[config.mk]
export PLATFORM = sky130hd
export DESIGN_NAME = hul_device_end_flat
export DESIGN_NICKNAME = d
export VERILOG_FILES = /design/src/hdl/hul_pkg.sv /design/src/hdl/hul_link_if.sv /design/src/hdl/hul_uart_core.sv /design/src/hdl/hul_device_end.sv /design/src/flat_wrapper.sv
export SDC_FILE = /design/constraint.sdc
export NUM_CORES = 1
export LEC_CHECK = 0
export ABC_AREA = 1
export BUFFER_PORTS_ARGS = -buffer_cell sky130_fd_sc_hd__buf_2
export CORE_MARGIN = 4
export CORE_UTILIZATION = 60
export DETAILED_ROUTE_END_ITERATION = 8
export PLACE_DENSITY = 0.8
export RECOVER_POWER = 100
export SLEW_MARGIN = 0
export SYNTH_ARGS = -nofsm -noshare
export SYNTH_HDL_FRONTEND = slang
export SYNTH_SLANG_ARGS = --single-unit
export TNS_END_PERCENT = 100
[constraint.sdc]
create_clock -name MCLK -period 5.6 [get_ports MCLK]
set_input_delay 0.28 -clock MCLK [delete_from_list [all_inputs] [get_ports MCLK]]
set_output_delay 0.28 -clock MCLK [all_outputs]
set_load 0.02 [all_outputs]
[src/hdl/hul_pkg.sv]
/*
 * Shared constants, types and helpers for the host serial link.
 * Assumes both ends run from one 200 MHz clock domain each.
 */
package hul_pkg;

  // ****************************************
  // Clock and rates
  // ****************************************
  localparam int CLK_HZ = 200000000;
  localparam int BAUD_DEFAULT = 115200;
  localparam int BAUD_MAX = 3000000;
  localparam int DIV_W = 16;
  typedef logic [DIV_W-1:0] hul_div_t;
  typedef logic [7:0] hul_byte_t;
  localparam hul_div_t DIV_DEFAULT =
    hul_div_t'((CLK_HZ + BAUD_DEFAULT / 2) / BAUD_DEFAULT);
  localparam hul_div_t DIV_MIN =
    hul_div_t'((CLK_HZ + BAUD_MAX - 1) / BAUD_MAX);
  localparam hul_div_t DIV_ONE = 16'h0001;
  localparam logic [2:0] LAST_BIT = 3'h7;
  localparam hul_byte_t RATE_CMD = 8'hc3;

  // ****************************************
  // Device register map (byte addresses)
  // ****************************************
  localparam int ADDR_W = 5;
  localparam logic [ADDR_W-1:0] REG_CTRL = 5'h00;
  localparam logic [ADDR_W-1:0] REG_STATUS = 5'h04;
  localparam logic [ADDR_W-1:0] REG_TXDATA = 5'h08;
  localparam logic [ADDR_W-1:0] REG_RXDATA = 5'h0c;
  localparam logic [ADDR_W-1:0] REG_DIV = 5'h10;
  localparam logic [ADDR_W-1:0] REG_IRQ_STAT = 5'h14;
  localparam logic [ADDR_W-1:0] REG_IRQ_MASK = 5'h18;
  localparam int CTRL_SVC_SET = 0;
  localparam int CTRL_SVC_CLR = 1;
  localparam int IRQ_W = 5;
  localparam int IRQ_RX = 0;
  localparam int IRQ_TX = 1;
  localparam int IRQ_RATE = 2;
  localparam int IRQ_HIB = 3;
  localparam int IRQ_ERR = 4;

  // ****************************************
  // State types
  // ****************************************
  typedef enum logic [1:0] {S_IDLE, S_START, S_DATA, S_STOP} hul_bit_e;
  typedef enum logic [1:0] {P_DATA, P_LO, P_HI} hul_parse_e;
  typedef enum logic [1:0] {H_NONE, H_CMD, H_LO, H_HI} hul_seq_e;

  // Limit a requested divisor to the fastest legal rate
  function automatic hul_div_t hul_clamp(input hul_div_t d);
    return (d < DIV_MIN) ? DIV_MIN : d;
  endfunction

endpackage

[src/hdl/hul_link_if.sv]
/*
 * Serial link wires between the network processor and its host.
 * Assumes the bench resolves any pull-ups; all signals are plain levels.
 */
interface hul_link_if;
  logic h2d_line;
  logic d2h_line;
  logic host_rts_n;
  logic dev_rts_n;
  logic host_service_request;
  logic hibernate_request_n;

  modport device (
    input h2d_line, host_rts_n, hibernate_request_n,
    output d2h_line, dev_rts_n, host_service_request
  );
  modport host (
    output h2d_line, host_rts_n, hibernate_request_n,
    input d2h_line, dev_rts_n, host_service_request
  );
endinterface

[src/hdl/hul_uart_core.sv]
/*
 * 8N1 serial transmitter and receiver, LSB first.
 * Assumes cts_ok is already synchronous; the receive line is not.
 */
module hul_uart_core
  import hul_pkg::*;
(
  // Clock and reset
  input wire logic clk,
  input wire logic rst_n,
  // Rate
  input wire hul_pkg::hul_div_t div,
  // Transmit side
  input wire logic tx_valid,
  input wire hul_pkg::hul_byte_t tx_data,
  input wire logic cts_ok,
  output logic tx_ready,
  output logic txd,
  // Receive side
  input wire logic rxd,
  output logic rx_valid,
  output hul_pkg::hul_byte_t rx_data,
  output logic rx_ferr
);

  hul_bit_e tx_st;
  hul_div_t tx_div;
  hul_div_t tx_cnt;
  logic [2:0] tx_idx;
  hul_byte_t tx_sh;
  hul_bit_e rx_st;
  hul_div_t rx_div;
  hul_div_t rx_cnt;
  logic [2:0] rx_idx;
  hul_byte_t rx_sh;
  logic rx_s1;
  logic rx_s2;
  logic rx_s3;

  wire tx_tick = (tx_cnt == '0);
  wire rx_tick = (rx_cnt == '0);
  wire hul_div_t tx_next_cnt = tx_tick ? tx_div - DIV_ONE : tx_cnt - DIV_ONE;
  wire hul_div_t rx_next_cnt = rx_tick ? rx_div - DIV_ONE : rx_cnt - DIV_ONE;
  wire tx_start = tx_valid && tx_ready;

  // ****************************************
  // Transmitter
  // ****************************************
  assign tx_ready = (tx_st == S_IDLE) && cts_ok;

  always_ff @(posedge clk or negedge rst_n) begin
    if (!rst_n) begin
      tx_st <= S_IDLE;
      txd <= 1'b1;
      tx_div <= DIV_DEFAULT;
      tx_cnt <= '0;
      tx_idx <= '0;
      tx_sh <= '0;
    end else begin
      tx_cnt <= tx_next_cnt;
      case (tx_st)
        S_IDLE: begin
          if (tx_start) begin
            tx_st <= S_START;
            txd <= 1'b0;
            tx_div <= div; // Rate latched per character
            tx_cnt <= div - DIV_ONE;
            tx_sh <= tx_data;
          end
        end
        S_START: begin
          if (tx_tick) begin
            tx_st <= S_DATA;
            txd <= tx_sh[0];
            tx_idx <= '0;
          end
        end
        S_DATA: begin
          if (tx_tick) begin
            if (tx_idx == LAST_BIT) begin
              tx_st <= S_STOP;
              txd <= 1'b1;
            end else begin
              txd <= tx_sh[1];
              tx_sh <= tx_sh >> 1;
              tx_idx <= tx_idx + 3'h1;
            end
          end
        end
        S_STOP: begin
          if (tx_tick) begin
            tx_st <= S_IDLE;
          end
        end
        default: tx_st <= S_IDLE;
      endcase
    end
  end

  // ****************************************
  // Receiver
  // ****************************************
  always_ff @(posedge clk or negedge rst_n) begin
    if (!rst_n) begin
      rx_s1 <= 1'b1;
      rx_s2 <= 1'b1;
      rx_s3 <= 1'b1;
      rx_st <= S_IDLE;
      rx_div <= DIV_DEFAULT;
      rx_cnt <= '0;
      rx_idx <= '0;
      rx_sh <= '0;
      rx_valid <= 1'b0;
      rx_data <= '0;
      rx_ferr <= 1'b0;
    end else begin
      rx_s1 <= rxd;
      rx_s2 <= rx_s1;
      rx_s3 <= rx_s2;
      rx_cnt <= rx_next_cnt;
      rx_valid <= 1'b0;
      rx_ferr <= 1'b0;
      case (rx_st)
        S_IDLE: begin
          if (rx_s3 && !rx_s2) begin
            rx_st <= S_START;
            rx_div <= div;
            rx_cnt <= div >> 1;
          end
        end
        S_START: begin
          if (rx_tick) begin
            rx_st <= rx_s2 ? S_IDLE : S_DATA;
            rx_idx <= '0;
          end
        end
        S_DATA: begin
          if (rx_tick) begin
            rx_sh <= {rx_s2, rx_sh[7:1]};
            rx_idx <= rx_idx + 3'h1;
            if (rx_idx == LAST_BIT) begin
              rx_st <= S_STOP;
            end
          end
        end
        S_STOP: begin
          if (rx_tick) begin
            rx_st <= S_IDLE;
            rx_valid <= rx_s2;
            rx_ferr <= !rx_s2;
            rx_data <= rx_sh;
          end
        end
        default: rx_st <= S_IDLE;
      endcase
    end
  end

endmodule // hul_uart_core

[src/hdl/hul_device_end.sv]
/*
 * Network-processor end of the host serial link, with an
 * Avalon-MM register slave for local software.
 * Assumes the host keeps its own duties on the far side of the link.
 */
// The implementer's own choices: the address map and the Avalon-MM interface to the registers.
// Functional notes
// - Link opens at fixed default rate, no autobaud
// - Host command raises rate, at most maximum
// - Service request active high, edge or level
// - Multi-byte fields little-endian, no detection
// - Five wires: data, both handshakes, service
// - Four-wire host stays awake or wakes cleanly
// - Three-wire host accepts unlimited device data
// - Three-wire host awake or lossless start wakeup
// - Service request raised when device must send
// - Low hibernate request puts device in hibernation
module hul_device_end
  import hul_pkg::*;
#(
  parameter bit HOST_FLOW = 1'b1
)
(
  // Clock and reset
  input wire logic MCLK,
  input wire logic ARST_N,
  // Avalon-MM slave
  input wire logic [hul_pkg::ADDR_W-1:0] AVS_ADDRESS,
  input wire logic AVS_READ,
  input wire logic AVS_WRITE,
  input wire logic [31:0] AVS_WRITEDATA,
  output logic [31:0] AVS_READDATA,
  output logic AVS_WAITREQUEST,
  // Status to local logic
  output logic IRQ,
  output logic HIB_ACTIVE,
  // Link
  hul_link_if.device LINK
);

  // ****************************************
  // Input synchronisers
  // ****************************************
  logic hib_s1;
  logic hib_s2;
  logic hrts_s1;
  logic hrts_s2;

  always_ff @(posedge MCLK or negedge ARST_N) begin
    if (!ARST_N) begin
      hib_s1 <= 1'b1;
      hib_s2 <= 1'b1;
      hrts_s1 <= 1'b1;
      hrts_s2 <= 1'b1;
    end else begin
      hib_s1 <= LINK.hibernate_request_n;
      hib_s2 <= hib_s1;
      hrts_s1 <= LINK.host_rts_n;
      hrts_s2 <= hrts_s1;
    end
  end

  wire hib = !hib_s2;
  wire host_ready = !HOST_FLOW || !hrts_s2;

  // ****************************************
  // State
  // ****************************************
  hul_div_t div;
  logic tx_full;
  hul_byte_t tx_hold;
  logic rx_full;
  hul_byte_t rx_hold;
  logic svc;
  hul_parse_e pst;
  hul_byte_t div_lo;
  logic [IRQ_W-1:0] irq_stat;
  logic [IRQ_W-1:0] irq_mask;
  logic core_ready;
  logic core_rx_v;
  hul_byte_t core_rx_d;
  logic core_ferr;

  hul_uart_core u_core (
    .clk(MCLK),
    .rst_n(ARST_N),
    .div(div),
    .tx_valid(tx_full && !hib),
    .tx_data(tx_hold),
    .cts_ok(host_ready),
    .tx_ready(core_ready),
    .txd(LINK.d2h_line),
    .rxd(LINK.h2d_line),
    .rx_valid(core_rx_v),
    .rx_data(core_rx_d),
    .rx_ferr(core_ferr)
  );

  // ****************************************
  // Bus decode
  // ****************************************
  wire sel_ctrl = (AVS_ADDRESS == REG_CTRL);
  wire sel_tx = (AVS_ADDRESS == REG_TXDATA);
  wire sel_rx = (AVS_ADDRESS == REG_RXDATA);
  wire sel_ist = (AVS_ADDRESS == REG_IRQ_STAT);
  wire sel_imk = (AVS_ADDRESS == REG_IRQ_MASK);
  wire tx_stall = AVS_WRITE && sel_tx && tx_full;
  wire acc = (AVS_READ || AVS_WRITE) && AVS_WAITREQUEST && !tx_stall;
  wire rd = acc && AVS_READ;
  wire wr = acc && AVS_WRITE;
  wire wr_tx = wr && sel_tx;
  wire wr_ctrl = wr && sel_ctrl;
  wire rd_rx = rd && sel_rx;
  wire rd_ist = rd && sel_ist;
  wire [31:0] status_word = {27'h0, svc, hib, rx_full, tx_full, !core_ready};
  wire [31:0] rd_word =
    sel_ctrl ? {31'h0, svc} :
    (AVS_ADDRESS == REG_STATUS) ? status_word :
    sel_rx ? {24'h0, rx_hold} :
    (AVS_ADDRESS == REG_DIV) ? {16'h0, div} :
    sel_ist ? {27'h0, irq_stat} :
    sel_imk ? {27'h0, irq_mask} : 32'h0;

  // ****************************************
  // Receive stream and rate command
  // ****************************************
  wire tx_take = tx_full && !hib && core_ready;
  wire is_cmd = core_rx_v && (pst == P_DATA) && (core_rx_d == RATE_CMD);
  wire deliver = core_rx_v && (pst == P_DATA) && !is_cmd;
  wire rate_set = core_rx_v && (pst == P_HI) && !hib;
  wire overrun = deliver && rx_full && !rd_rx;
  wire next_rx_full = deliver || (rx_full && !rd_rx);
  wire hib_rise = hib && !HIB_ACTIVE;
  wire [IRQ_W-1:0] ev = {core_ferr || overrun, hib_rise, rate_set,
                         tx_take, deliver};
  wire [IRQ_W-1:0] next_irq_stat = (rd_ist ? '0 : irq_stat) | ev;
  wire svc_set = wr_tx || (wr_ctrl && AVS_WRITEDATA[CTRL_SVC_SET]);
  wire svc_clr = core_rx_v || (wr_ctrl && AVS_WRITEDATA[CTRL_SVC_CLR]);
  wire next_svc = svc_set || (svc && !svc_clr);

  always_ff @(posedge MCLK or negedge ARST_N) begin
    if (!ARST_N) begin
      pst <= P_DATA;
      div_lo <= '0;
      div <= DIV_DEFAULT;
    end else if (hib) begin
      pst <= P_DATA;
      div <= DIV_DEFAULT;
    end else if (core_rx_v) begin
      case (pst)
        P_DATA: pst <= is_cmd ? P_LO : P_DATA;
        P_LO: begin
          div_lo <= core_rx_d; // Low byte first
          pst <= P_HI;
        end
        P_HI: begin
          div <= hul_clamp({core_rx_d, div_lo});
          pst <= P_DATA;
        end
        default: pst <= P_DATA;
      endcase
    end
  end

  // ****************************************
  // Data holding, service request, handshake
  // ****************************************
  always_ff @(posedge MCLK or negedge ARST_N) begin
    if (!ARST_N) begin
      tx_full <= 1'b0;
      tx_hold <= '0;
      rx_full <= 1'b0;
      rx_hold <= '0;
      svc <= 1'b0;
      LINK.host_service_request <= 1'b0;
      LINK.dev_rts_n <= 1'b1;
      HIB_ACTIVE <= 1'b0;
    end else begin
      tx_full <= wr_tx || (tx_full && !tx_take);
      if (wr_tx) begin
        tx_hold <= AVS_WRITEDATA[7:0];
      end
      rx_full <= next_rx_full;
      if (deliver) begin
        rx_hold <= core_rx_d;
      end
      svc <= next_svc;
      LINK.host_service_request <= !hib && next_svc;
      LINK.dev_rts_n <= next_rx_full || hib;
      HIB_ACTIVE <= hib;
    end
  end

  // ****************************************
  // Bus answer and interrupts
  // ****************************************
  always_ff @(posedge MCLK or negedge ARST_N) begin
    if (!ARST_N) begin
      AVS_WAITREQUEST <= 1'b1;
      AVS_READDATA <= '0;
      irq_stat <= '0;
      irq_mask <= '0;
      IRQ <= 1'b0;
    end else begin
      AVS_WAITREQUEST <= !acc;
      if (rd) begin
        AVS_READDATA <= rd_word;
      end
      if (wr && sel_imk) begin
        irq_mask <= AVS_WRITEDATA[IRQ_W-1:0];
      end
      irq_stat <= next_irq_stat;
      IRQ <= |(irq_stat & irq_mask);
    end
  end

endmodule // hul_device_end

[src/flat_wrapper.sv]
// flat-port wrapper written by rule: the top's interface ports become plain ports
module hul_device_end_flat import hul_pkg::*;
#(
  parameter bit HOST_FLOW = 1'b1
)
  (MCLK, ARST_N, AVS_ADDRESS, AVS_READ, AVS_WRITE, AVS_WRITEDATA, AVS_READDATA, AVS_WAITREQUEST, IRQ, HIB_ACTIVE, LINK_h2d_line, LINK_host_rts_n, LINK_hibernate_request_n, LINK_d2h_line, LINK_dev_rts_n, LINK_host_service_request);
  hul_link_if LINK_i ();
  input wire logic MCLK;
  input wire logic ARST_N;
  input wire logic [hul_pkg::ADDR_W-1:0] AVS_ADDRESS;
  input wire logic AVS_READ;
  input wire logic AVS_WRITE;
  input wire logic [31:0] AVS_WRITEDATA;
  output logic [31:0] AVS_READDATA;
  output logic AVS_WAITREQUEST;
  output logic IRQ;
  output logic HIB_ACTIVE;
  input wire logic [$bits(LINK_i.h2d_line)-1:0] LINK_h2d_line;
  input wire logic [$bits(LINK_i.host_rts_n)-1:0] LINK_host_rts_n;
  input wire logic [$bits(LINK_i.hibernate_request_n)-1:0] LINK_hibernate_request_n;
  output wire logic [$bits(LINK_i.d2h_line)-1:0] LINK_d2h_line;
  output wire logic [$bits(LINK_i.dev_rts_n)-1:0] LINK_dev_rts_n;
  output wire logic [$bits(LINK_i.host_service_request)-1:0] LINK_host_service_request;
  assign LINK_i.h2d_line = LINK_h2d_line;
  assign LINK_i.host_rts_n = LINK_host_rts_n;
  assign LINK_i.hibernate_request_n = LINK_hibernate_request_n;
  assign LINK_d2h_line = LINK_i.d2h_line;
  assign LINK_dev_rts_n = LINK_i.dev_rts_n;
  assign LINK_host_service_request = LINK_i.host_service_request;
  hul_device_end #(.HOST_FLOW(HOST_FLOW)) u_core (.MCLK(MCLK), .ARST_N(ARST_N), .AVS_ADDRESS(AVS_ADDRESS), .AVS_READ(AVS_READ), .AVS_WRITE(AVS_WRITE), .AVS_WRITEDATA(AVS_WRITEDATA), .AVS_READDATA(AVS_READDATA), .AVS_WAITREQUEST(AVS_WAITREQUEST), .IRQ(IRQ), .HIB_ACTIVE(HIB_ACTIVE), .LINK(LINK_i));
endmodule
* Word level (Yosys, flattened, before mapping)
Cells that the tools add are included. W data, S select, Z words.
Word-level totals: flip-flop bits (word level) 200, input port bits 44, output and inout bits 38, logic and storage cells 202
Cells by class: add/subtract/negate cells 7, order comparisons 1, equal/unequal tests 30, muxes and demuxes 54, bitwise logic cells 2, reduce and logical (&&, ||, !) cells 71
Operators by type and width (number):
- $mux W16 | 10
- $mux W32 | 5
- $sub A16 B1 Y16 const B | 5
- $logic_not A16 Y1 | 2
- $logic_and A1 B1 Y1 | 29
- $mux W2 | 13
- $mux W8 | 3
- $ne A2 B2 Y1 const B | 12
- $lt A16 B7 Y1 const B | 1
- $pmux W2 S4 | 2
- $pmux W8 S2 | 1
- $eq A5 B5 Y1 const B | 3
- $mux W3 | 5
- $pmux W3 S2 | 2
- $reduce_and A4 Y1 | 3
- $logic_not A1 Y1 | 11
- $eq A2 B2 Y1 const B | 5
- $eq A5 B4 Y1 const B | 2
- $mux W5 | 2
- $reduce_and A2 Y1 | 5
- $reduce_and A5 Y1 | 2
- $mux W1 | 9
- $eq A8 B8 Y1 const B | 1
- $logic_or A1 B1 Y1 | 8
- other kinds (15) | 24

* Logic depth before layout (Yosys ltp)
depth in word-level cells 13, mapped depth 15, mapped depth without buffers 15

* By module
Synthesis repeated with hierarchy kept, for this count alone.
Unflattened totals: cells, all modules 1185, area, all modules 9416.5 um2
By module, submodules not included:
- hul_uart_core | instances 1, cells an instance 780, area an instance 5836.8 um2, seq. area each 2620.0 um2
- hul_device_end | instances 1, cells an instance 405, area an instance 3579.7 um2, seq. area each 2015.7 um2

* Worst setup path before layout
Ideal clock, no wire load.
kind register to register, start reg u_core.u_core.rx_cnt[15], end reg u_core.u_core.rx_cnt[8], setup time 117 ps, data arrival time 1924 ps, slack 3559 ps, cell stages (with the launch flop) 15, path buffers 1, clock period less this slack 2041 ps, cell sequence dfrtp_1 -> nor2_1 -> nand2_1 -> nor2_4 -> buf_6 -> nand3b_1 -> nand2_2 -> ha_1 -> nand3_1 -> nor2_1 -> inv_1 -> o21ai_0 -> nand2_1 -> nand2_1 -> nand2_1
Between the ends: longest elaborated chain between the ends 4
Ends and longest elaborated chain:
- start: declaration | RTL line hul_uart_core.sv:33 | hul_div_t rx_cnt;
- start signal: assignment | RTL line hul_uart_core.sv:120 | rx_cnt <= rx_next_cnt;
- start signal: assignment | RTL line hul_uart_core.sv:128 | rx_cnt <= div >> 1;
- $logic_not A16 Y1 * | RTL line hul_uart_core.sv:41 | wire rx_tick = (rx_cnt == '0);
- $mux W16 * | RTL line hul_uart_core.sv:43 | wire hul_div_t rx_next_cnt = rx_tick ? rx_div - DIV_ONE : rx_cnt - DIV_ONE;
- $mux W16 | RTL line hul_uart_core.sv:125 | if (rx_s3 && !rx_s2) begin
- $mux W16 * | RTL line hul_uart_core.sv:123 | case (rx_st)
Mark *: on every way between the ends. The rest lies on a longest branch, timed or not. A chain may end at the register's enable or synchronous reset.

* Worst setup path in the final report
start reg u_core.u_core.tx_st[1], end reg u_core.u_core.tx_cnt[2]
Between the ends: longest elaborated chain between the ends 5
Ends and longest elaborated chain:
- start: declaration | RTL line hul_uart_core.sv:26 | hul_bit_e tx_st;
- start signal: assignment | RTL line hul_uart_core.sv:53 | tx_st <= S_IDLE;
- start signal: assignment | RTL line hul_uart_core.sv:64 | tx_st <= S_START;
- start signal: assignment | RTL line hul_uart_core.sv:73 | tx_st <= S_DATA;
- $logic_not A2 Y1 * | RTL line hul_uart_core.sv:49, hul_uart_core.sv:61
- $logic_and A1 B1 Y1 | RTL line hul_uart_core.sv:49 | assign tx_ready = (tx_st == S_IDLE) && cts_ok;
- $logic_and A1 B1 Y1 | RTL line hul_uart_core.sv:44 | wire tx_start = tx_valid && tx_ready;
- $mux W16 | RTL line hul_uart_core.sv:63 | if (tx_start) begin
- $mux W16 * | RTL line hul_uart_core.sv:61 | case (tx_st)
- end signal: assignment | RTL line hul_uart_core.sv:60 | tx_cnt <= tx_next_cnt;
- end signal: assignment | RTL line hul_uart_core.sv:67 | tx_cnt <= div - DIV_ONE;
- end: declaration | RTL line hul_uart_core.sv:28 | hul_div_t tx_cnt;
Marked as above.

==> flow_summary_export.csv <==
group,metric,value,unit
place,place_inst,1330,
power,power_leakage,4.98,nW
clocking,cts_tree,"built",
floorplan,core_area,14800,um^2
drt,wl_per_cell,15.3,um
sta,setup_viol,0,
worst_setup_path,worstPathRequired,5.86,ns
place,dp_slack,3.01,ns
drt,totalWireLength,20900,um
sta,clock_skew,0.00807,ns
clocking,htree_levels,4,
final_layout,areaGrowthSynthToFinish,8.63,%
floorplan,num_rows,44,
drt,drc_errors,0,
synth,synth_edf_count,0,
sta,finalSetupTns,0,ns
drt,viasPerCell,5.55,
worst_hold_path,min_path_type,"primary input to register",
run,cap_violations,1,
floorplan,die_w,132,um
clocking,hold_buffers,4,
final_layout,nets,1225,
final_layout,fin_cells,1366,
synth,synthArstFlopShare,1.00,
synth,netlist_area,9160,um^2
clocking,clk_pin_slew,0.07,ns
run_status,violations,"capacitance limit, slew limit",
drt,ant_nets,0,
clocking,cts_resized,0,
drt,routed-wl-met2,9800,um
global_routing,grt_pass1_wl,35500,um
clocking,clockRootBuffer,"clkbuf_16",
worst_setup_path,startpoint,"u_core.u_core.tx_st[1]",
sta,tightest_slew,2.65,ns
drt,m1WireLength,9240,um
floorplan,ios,82,
power,fin_total_pwr,4.04,mW
final_layout,fin_util,0.675,
synth,synth_seq_cells,184,
run_status,status,"complete, but fails checks",
place,port_buffers,41,
place,dp_hpwl,14300,um
clocking,post_cts_buffers,0,
synth,syn_inst,1131,
drt,top_layer_used,"met4",
clocking,clock_latency,0.44,ns
global_routing,first_global_vias,7256,
global_routing,antenna_found_initial,0,
final_layout,drive_gt1_frac,0.0761,
synth,ys_seq_area_frac,0.506,
sta,hold_viol_final,0,
worst_hold_path,hold_depth,3,
power,ir_worst_vdd,242,uV
drt,vias,7585,
clocking,clockBufferDepth,2,
worst_setup_path,arrival,3.68,ns
power,p_per_area,406,nW/um^2
worst_hold_path,hold_start,"AVS_WRITEDATA[6]",
floorplan,die_y,132,um
worst_setup_path,endpoint_kind,"register",
worst_setup_path,crit_type,"register to register",
sta,slew_violations,53,
drt,route.met3.wl,1140,um
worst_setup_path,start_kind,"register",
global_routing,grt_use_total,0.250,
sta,finalCriticalPeriod,3.42,ns
drt,dr.pass1.iters,5,
final_layout,antenna_cells,0,
synth,ys_types,51,
clocking,numCtsBuffers,17,
sta,setup_slack,2.18,ns
sta,rsz0062_at_grt,"no",
place,gp_congestion,0.956,
sta,slew_headroom,-0.767,
sta,fin_crit_sh,0.611,
worst_setup_path,reg2reg_from,"u_core.u_core.tx_st[1]",
global_routing,overflow,0,
worst_setup_path,r2r_cells,10,
global_routing,grt_max_degree,70,
synth,syn-mean-instance-area,8.10,um^2
floorplan,start_util,0.621,
synth,ys_warn_count,0,
clocking,cts.sinks,184,
floorplan,dieArea,17300,um^2
drt,first_iter_violations,673,
synth,ys.flop_type,"dfrtp_1",
worst_setup_path,cp_max_fo,45,
sta,fmax,0.292,GHz
-- worst max-delay path, cell delays in order (launching register included) --
cell and delay, ns:
dfrtp_1 0.42, inv_1 0.12, ha_1 0.20, inv_1 0.06
nor2_1 0.14, inv_1 0.06, nor3_1 0.13, clkbuf_1 0.75
inv_1 0.86, nor3b_1 0.41, a31oi_1 0.07
-- stage by stage --
step | cell area, um^2 | hold slack (ns)
after detailed placement | 9420 | 0.243
after global routing | 9950 | 0.0572
after CTS | 10100 | 0.0370
after global placement | 9420 | 0.243
final | 9950 | 0.0408
after floorplan | 9220 | -0.0156
-- layout by cell type (no fill, tap or decap), types with 11 or more instances in the layout --
cell type	netlist	routed
conb_1	1	16
o31ai_1	11	11
o21ai_0	89	113
clkbuf_16	0	17
buf_2	8	18
xor2_1	13	13
inv_1	136	141
clkbuf_1	16	26
nand2_1	326	331
dfstp_2	25	22
dfrtp_1	159	159
nor2_1	94	101
ha_1	12	12
nand3_1	73	76
a21oi_1	18	18
nor3_1	9	11
-- power by group --
part           leakage, nW  switching [mW]  internal [mW]
clock                0.307           0.516          0.790
combinational         2.30           0.709          0.327
sequential            2.38           0.122           1.58
-- cell usage after synthesis, drive strengths merged (3+ instances only) --
library cell,count,area [um^2]
dfrtp,159,3980
dfstp,25,657
nand2,335,1290
nand4,5,31.3
o22ai,7,43.8
o211ai,7,52.6
a21oi,18,90.1
nor2,107,478
o21bai,4,30.0
xor2,13,114
ha,12,150
inv,144,541
o31ai,11,82.6
o21ai,120,601
nor3,13,85.1
clkbuf,16,60.1
buf,28,205
a22oi,3,22.5
nand3,77,420
a31oi,4,25.0
nand3b,3,35.0
-- layout make-up --
type | count | area (um^2)
Fill cell | 1236 | 4800
Timing Repair Buffer | 48 | 235
Multi-Input combinational cell | 773 | 3670
Inverter | 145 | 544
Clock buffer | 19 | 433
Sequential cell | 184 | 4640
Tap cell | 184 | 230
Clock inverter | 13 | 203
-- registers in the layout, indices dropped and copies added, names as in the netlist, 3 cells and up, named ones only --
name / count
u_core.div: 16
u_core.irq_stat: 5
u_core.tx_hold: 8
u_core.div_lo: 8
u_core.u_core.rx_cnt: 16
u_core.irq_mask: 5
u_core.u_core.rx_data: 8
u_core.u_core.tx_idx: 3
u_core.u_core.tx_cnt: 16
u_core.u_core.rx_idx: 3
u_core.AVS_READDATA: 16
u_core.u_core.tx_sh: 8
u_core.u_core.tx_div: 16
u_core.rx_hold: 8
u_core.u_core.rx_sh: 8
u_core.u_core.rx_div: 16
-- routing by layer --
layer,GRT usage,vias to the layer above
met5,0,-
met4,0.100,0
met3,0.0497,53
met2,0.396,268
met1,0.343,3599
li1,-,3665
-- kinds of logic (layout without fill, tap and decap cells) --
family	count (synthesis)	in the layout	synth area share
compound gates	185	185	0.115
xor+xnor	13	13	0.0124
fa+ha+maj	12	12	0.0164
buf+inv	189	225	0.0884
flops	184	184	0.506
mux	2	2	0.00232
other cells	1	16	0.000409
simple gates	545	545	0.259
-- worst paths after layout --
kind / to / slack, ns
worst max-delay path: u_core.u_core.tx_cnt[2] / 2.18
worst min register to register: u_core.hib_s2 / 0.36
worst min-delay path: u_core.tx_hold[6] / 0.04
max in group asynchronous: u_core.u_core.rx_cnt[7] / 2.36
worst max register to register: u_core.u_core.tx_cnt[2] / 2.18
min in group asynchronous: u_core.tx_hold[5] / 1.23
(Power assumes the default switching activity.)
